## src/rtl/ecu_pkg.sv

```systemverilog
// Package for the event capture unit channel: register map, fields, reset values
package ecu_pkg;

  // Register byte offsets (one aligned 32-bit word each)
  localparam logic [3:0] ADDR_CONTROL = 4'h0;  // capture_channel_control
  localparam logic [3:0] ADDR_TIME    = 4'h4;  // capture_time_register
  localparam logic [3:0] ADDR_PENDING = 4'h8;  // event_pending_register
  localparam logic [3:0] ADDR_STATUS  = 4'hC;  // channel state, read only

  // Control field positions
  localparam int CTL_OVERWRITE_BIT = 0;
  localparam int CTL_ENABLE_BIT    = 1;
  localparam int CTL_RISE_BIT      = 2;
  localparam int CTL_FALL_BIT      = 3;
  localparam int CTL_OVR_IE_BIT    = 4;
  localparam int CTL_CAP_IE_BIT    = 5;

  // Pending field positions (write one to clear)
  localparam int PEND_CAPTURE_BIT = 0;
  localparam int PEND_OVERRUN_BIT = 1;

  // Reset values
  localparam logic [5:0] CONTROL_RESET = 6'h00;
  localparam int         TIMER_WIDTH   = 16;

  // Bus answer latency in cycles after request is seen
  localparam int BUS_WAIT_CYCLES = 1;

  // Control register layout
  typedef struct packed {
    logic cap_ie;
    logic ovr_ie;
    logic fall;
    logic rise;
    logic enable;
    logic overwrite;
  } ecu_control_t;

  // Capture slot: a time value plus its full flag
  typedef struct packed {
    logic                   full;
    logic [TIMER_WIDTH-1:0] value;
  } ecu_slot_t;

endpackage : ecu_pkg

```

## src/rtl/ecu_capture_channel.sv

```systemverilog
// One input-capture channel with a single-entry buffer and overrun handling
//
// Added by the designer: the Avalon-MM register port and the register addresses.
`timescale 1ns/100ps
module ecu_capture_channel #(
  parameter int TW = ecu_pkg::TIMER_WIDTH
) (
  // Clock and reset
  input  wire logic          clock,
  input  wire logic          rstn,
  // Free-running timer value to be captured
  input  wire logic [TW-1:0] timer_value,
  // External event input pin
  input  wire logic          event_pin,
  // Avalon-MM slave
  input  wire logic [3:0]    avs_address,
  input  wire logic          avs_read,
  input  wire logic          avs_write,
  input  wire logic [31:0]   avs_writedata,
  output logic [31:0]        avs_readdata,
  output logic               avs_waitrequest,
  // Interrupt requests
  output logic               capture_irq,
  output logic               overrun_irq
);

  // Pin synchroniser and edge history
  logic sync1_q, sync2_q, prev_q;
  logic sync1_d, sync2_d, prev_d;
  // Channel state
  ecu_pkg::ecu_control_t ctl_q, ctl_d;
  ecu_pkg::ecu_slot_t    buf_q, buf_d;       // Capture buffer
  ecu_pkg::ecu_slot_t    time_q, time_d;     // capture_time_register
  logic                  cap_pend_q, cap_pend_d;
  logic                  channel_overrun_flag_q, channel_overrun_flag_d;
  // Bus handshake
  logic                  ack_q, ack_d;
  logic [31:0]           rdata_q, rdata_d;

  logic edge_valid, read_time, overrun, accept, moved;

  // Two flops before the pin is looked at, then an edge detector on the second
  // History resets low: a pin already high at reset shows one rising edge
  always_comb begin
    sync1_d = event_pin;
    sync2_d = sync1_q;
    prev_d  = sync2_q;
  end

  assign edge_valid = ctl_q.enable &
                      ((ctl_q.rise & sync2_q & ~prev_q) | (ctl_q.fall & ~sync2_q & prev_q));
  // Request is completed on the cycle the waitrequest drops
  assign read_time  = avs_read & ack_q & (avs_address == ecu_pkg::ADDR_TIME);
  // A read in the same cycle frees a slot, so that edge is no overrun
  assign overrun    = edge_valid & buf_q.full & time_q.full & ~read_time;
  assign accept     = edge_valid & ~(overrun & ~ctl_q.overwrite);

  // Capture path, buffer, time register and pending flags
  always_comb begin
    // Hold everything unless an event below moves it
    ctl_d                  = ctl_q;
    buf_d                  = buf_q;
    time_d                 = time_q;
    cap_pend_d             = cap_pend_q;
    channel_overrun_flag_d = channel_overrun_flag_q;
    moved                  = 1'b0;
    // Read empties the register; buffered time moves in
    if (read_time) begin
      time_d.full = 1'b0;
      if (buf_q.full) begin
        time_d = buf_q;
        buf_d.full = 1'b0;
        moved = 1'b1;
      end
    end
    // New edge lands in the free slot, or overwrites the buffer
    if (accept) begin
      if (!time_d.full && !buf_d.full) begin
        time_d = '{full: 1'b1, value: timer_value};
        moved = 1'b1;                        // Straight transfer into the register
      end else begin
        buf_d = '{full: 1'b1, value: timer_value};
      end
    end
    // Set wins over a clear in the same cycle
    if (avs_write && ack_q && avs_address == ecu_pkg::ADDR_PENDING) begin
      if (avs_writedata[ecu_pkg::PEND_CAPTURE_BIT]) cap_pend_d = 1'b0;
      if (avs_writedata[ecu_pkg::PEND_OVERRUN_BIT]) channel_overrun_flag_d = 1'b0;
    end
    if (read_time) cap_pend_d = 1'b0;
    if (moved) cap_pend_d = 1'b1;
    // Register never left unread without a pending bit, even on read-edge collision
    if (time_d.full && read_time && accept) cap_pend_d = 1'b1;
    // Kept overrun flags the channel; the edge itself is dropped by accept
    if (overrun && !ctl_q.overwrite) channel_overrun_flag_d = 1'b1;
    if (avs_write && ack_q && avs_address == ecu_pkg::ADDR_CONTROL) begin
      ctl_d = avs_writedata[5:0];
    end
  end

  // One wait state: first cycle holds waitrequest, second completes
  always_comb begin
    ack_d   = (avs_read | avs_write) & ~ack_q;
    rdata_d = rdata_q;
    // Captured in the first cycle so it stands when waitrequest drops
    if (avs_read && !ack_q) begin
      unique case (avs_address)
        ecu_pkg::ADDR_CONTROL: rdata_d = {26'h0, ctl_q};
        ecu_pkg::ADDR_TIME:    rdata_d = {{(32-TW){1'b0}}, time_q.value};
        ecu_pkg::ADDR_PENDING: rdata_d = {30'h0, channel_overrun_flag_q, cap_pend_q};
        ecu_pkg::ADDR_STATUS:  rdata_d = {30'h0, buf_q.full, time_q.full};
        default:               rdata_d = 32'h0000_0000;
      endcase
    end
  end

  // Registers
  always_ff @(posedge clock or negedge rstn) begin
    if (!rstn) begin
      sync1_q                <= 1'b0;
      sync2_q                <= 1'b0;
      prev_q                 <= 1'b0;
      ctl_q                  <= ecu_pkg::CONTROL_RESET;
      buf_q                  <= '0;
      time_q                 <= '0;
      cap_pend_q             <= 1'b0;
      channel_overrun_flag_q <= 1'b0;
      ack_q                  <= 1'b0;
      rdata_q                <= 32'h0000_0000;
    end else begin
      sync1_q                <= sync1_d;
      sync2_q                <= sync2_d;
      prev_q                 <= prev_d;
      ctl_q                  <= ctl_d;
      buf_q                  <= buf_d;
      time_q                 <= time_d;
      cap_pend_q             <= cap_pend_d;
      channel_overrun_flag_q <= channel_overrun_flag_d;
      ack_q                  <= ack_d;
      rdata_q                <= rdata_d;
    end
  end

  assign avs_readdata    = rdata_q;
  assign avs_waitrequest = (avs_read | avs_write) & ~ack_q;
  assign capture_irq     = cap_pend_q & ctl_q.cap_ie;
  assign overrun_irq     = channel_overrun_flag_q & ctl_q.ovr_ie;
endmodule // ecu_capture_channel

```

## config.mk

```make
export PLATFORM = sky130hd
export DESIGN_NAME = ecu_capture_channel
export DESIGN_NICKNAME = d
export VERILOG_FILES = /design/src/rtl/ecu_pkg.sv /design/src/rtl/ecu_capture_channel.sv
export SDC_FILE = /design/constraint.sdc
export NUM_CORES = 1
export LEC_CHECK = 0
export ABC_AREA = 0
export BUFFER_PORTS_ARGS = -buffer_cell sky130_fd_sc_hd__buf_4
export CAP_MARGIN = 40
export CORE_ASPECT_RATIO = 0.5
export CORE_MARGIN = 2
export CORE_UTILIZATION = 50
export DETAILED_ROUTE_END_ITERATION = 8
export MAX_ROUTING_LAYER = met4
export PLACE_DENSITY_LB_ADDON = 0.08
export SLEW_MARGIN = 25
export SYNTH_ARGS = -nofsm -noshare
export SYNTH_HDL_FRONTEND = slang
export SYNTH_SLANG_ARGS = --single-unit
```

## constraint.sdc

```tcl
create_clock -name clock -period 2.46 [get_ports clock]
set_clock_uncertainty 0.2 [all_clocks]
set_input_delay 0 -clock clock [delete_from_list [all_inputs] [get_ports clock]]
set_output_delay 0 -clock clock [all_outputs]
set_load 0.03 [all_outputs]
```

==> results_dict.tcl <==
set metrics [dict create \
    power.density_mw_per_mm2 856 \
    grt_max_degree 63 \
    peakVddDrop_v 0.000439 \
    synth-edff-count 0 \
    clk_pin_slew_ps 50 \
    relSlewSlack 0.592 \
    async_flop_share 1.00 \
    grt_pass1_wl_um 9790 \
    ant_nets 0 \
    clkSinkCount 62 \
    cts_buffer_depth 2 \
    routed.top_layer "met4" \
    core_area_mm2 0.00549 \
    netlist_instances 206 \
    hold_buffers 32 \
    synth.cell_area_mm2 0.00284 \
    drv_cap 0 \
    ios 92 \
    numCtsBuffers 9 \
    fin_tns_setup_ps 0 \
    overflow 0 \
    antenna_found_initial 0 \
    fin_cells 374 \
    hold_violations 0 \
    die_area_mm2 0.00634 \
    setup_viol 0 \
    arrival_ps 2330 \
    syn_area_per_cell_um2 13.8 \
    p_total_mw 3.32 \
    final_util 0.707 \
    num-fill-cells 411 \
    rsz0062_at_grt "false" \
    track_usage 0.212 \
    drt-initial-drc-count 84 \
    hold_class "input port to flip-flop" \
    cp-start-kind "input port" \
    drive_above_1_share 0.429 \
    cts_max_level 3 \
    port_buffers 49 \
    multi_input_area_mm2 0.00115 \
    synth_area_leaders "dfrtp_1 (55%), mux2_2 (17%), mux2_4 (5.3%), buf_4 (4.2%), a22o_1 (3.1%)" \
    cts_setup_buffers 0 \
    routed_wl_um 5730 \
    wl_per_cell_um 15.3 \
    drc_errors 0 \
    cts_tree "done" \
    cp-end-kind "flip-flop" \
    initial_core_util 0.518 \
    ys_seq_area_frac 0.546 \
    status "complete, no violations" \
    synth_flop_cell "dfrtp_1" \
    diodes 0 \
    dieHeight_um 57.3 \
    ys_ff_latch 62 \
    yosysUniqueCellTypes 35 \
    wl_met3_um 268 \
    dp_cells 324 \
    max_freq_ghz 0.428 \
    cts.repair.resized 0 \
    yosys.area.top_type "dfrtp_1" \
    final_area_mm2 0.00388 \
    regArea_mm2 0.00155 \
    synth_top_area_share 0.546 \
    maxSlewViolCount 0 \
    leakage_nw 1.90 \
    crit_fanout 16 \
    route.met2.wl_um 2670 \
    worst_pin_slew_ps 611 \
    drtPass1Iterations 3 \
    yosys_warnings 0 \
    synth_common_cells "dfrtp_1 (62), mux2_2 (44), buf_4 (16)" \
    crit_required_ps 2460 \
    root_buffer "clkbuf_16" \
    placed_area_mm2 0.00324 \
    period_needed_ps 2340 \
    nets 353 \
    die_w_um 111 \
    vias 1886 \
    gp_congestion 0.798 \
    grt_pass1_vias 1953 \
    dp_hpwl_um 3550 \
    areaGrowthSynthToFinish_pct 36.6 \
    wl_met1_um 2760 \
    period_share 0.950 \
    rows 19 \
    drt-vias-per-instance 5.04 \
    worstSetupPathType "input port to flip-flop" \
    insertion_delay_ps 320 \
    yosysMostFrequentCell "dfrtp_1" \
]
[placed cells by master (no fill, tap or decap), types with 3 or more instances in the layout]
cell           synthesis  layout
mux2_4                10      10
clkbuf_16              0       9
nand3_1                3       3
nand2_1                9       9
dfrtp_1               62      62
buf_4                 16      54
o31ai_1                4       4
conb_1                 1      16
mux2_2                44      44
o21ai_0                5       5
clkinv_2               0       4
mux2i_1                4       4
nor2_1                 4       4
dlygate4sd3_1          0      33
a22o_1                10      10
[metal layers]
| layer | vias to the layer above | track usage |
|---|---|---|
| met3 | 5 | 0.0776 |
| met5 | - | - |
| met2 | 51 | 0.326 |
| met1 | 935 | 0.270 |
| met4 | 0 | 0.0589 |
| li1 | 895 | - |
[power by group]
part	total [mW]	internal [mW]	leakage (nW)	switching [mW]
clock	1.19	0.776	0.143	0.412
combinational	0.703	0.429	0.960	0.274
sequential	1.43	1.28	0.800	0.157
total	3.32	2.48	1.90	0.843
[sequential cells by signal (all words and copies together), names as in the netlist]
signal	count
ack_q	1
avs_readdata	16
buf_q	17
cap_pend_q	1
channel_overrun_flag_q	1
ctl_q	6
prev_d	1
prev_q	1
sync1_q	1
time_q	17
[worst max-delay path, stage by stage]
cell and delay, ps:
dlygate4sd3_1 540, buf_4 140, or3_1 400, buf_4 190, o21ai_0 250, a221o_1 260
buf_12 190, mux2_2 350
[cells by family (layout without fill, tap and decap cells)]
group,Yosys count,in the layout,synth area share
other,1,16,0.00132
AND/OR/NAND/NOR,30,30,0.0568
buffers and inverters,28,108,0.0709
flip-flops,62,62,0.546
multiplexers,60,60,0.257
AO/OA/AOI/OAI,25,25,0.0682
[metrics by stage]
stage	hold WS (ps)	setup WS (ps)
after floorplan	-496	397
after global placement	-90.0	414
after detailed placement	-88.4	399
after CTS	53.2	158
after global routing	101	45.9
final	58.8	123
[final timing paths]
check	startpoint	endpoint	cells after the start	slack (ps)
max in group asynchronous	rstn	time_q[1]	4	1180
min in group asynchronous	rstn	buf_q[12]	3	400
min	avs_read	avs_readdata[5]	5	60
min reg2reg	sync1_q	prev_d	0	150
max	avs_address[1]	buf_q[15]	8	120
max reg2reg	ack_q	buf_q[5]	5	380
[cell type report]
type / instances / area share
Sequential cell: 62 / 0.400
Multi-Input combinational cell: 131 / 0.295
Timing Repair Buffer: 90 / 0.207
Clock buffer: 11 / 0.0599
Tap cell: 73 / 0.0235
Clock inverter: 5 / 0.0129
Inverter: 2 / 0.00193
Note: power is estimated with default switching activity, not from simulation.
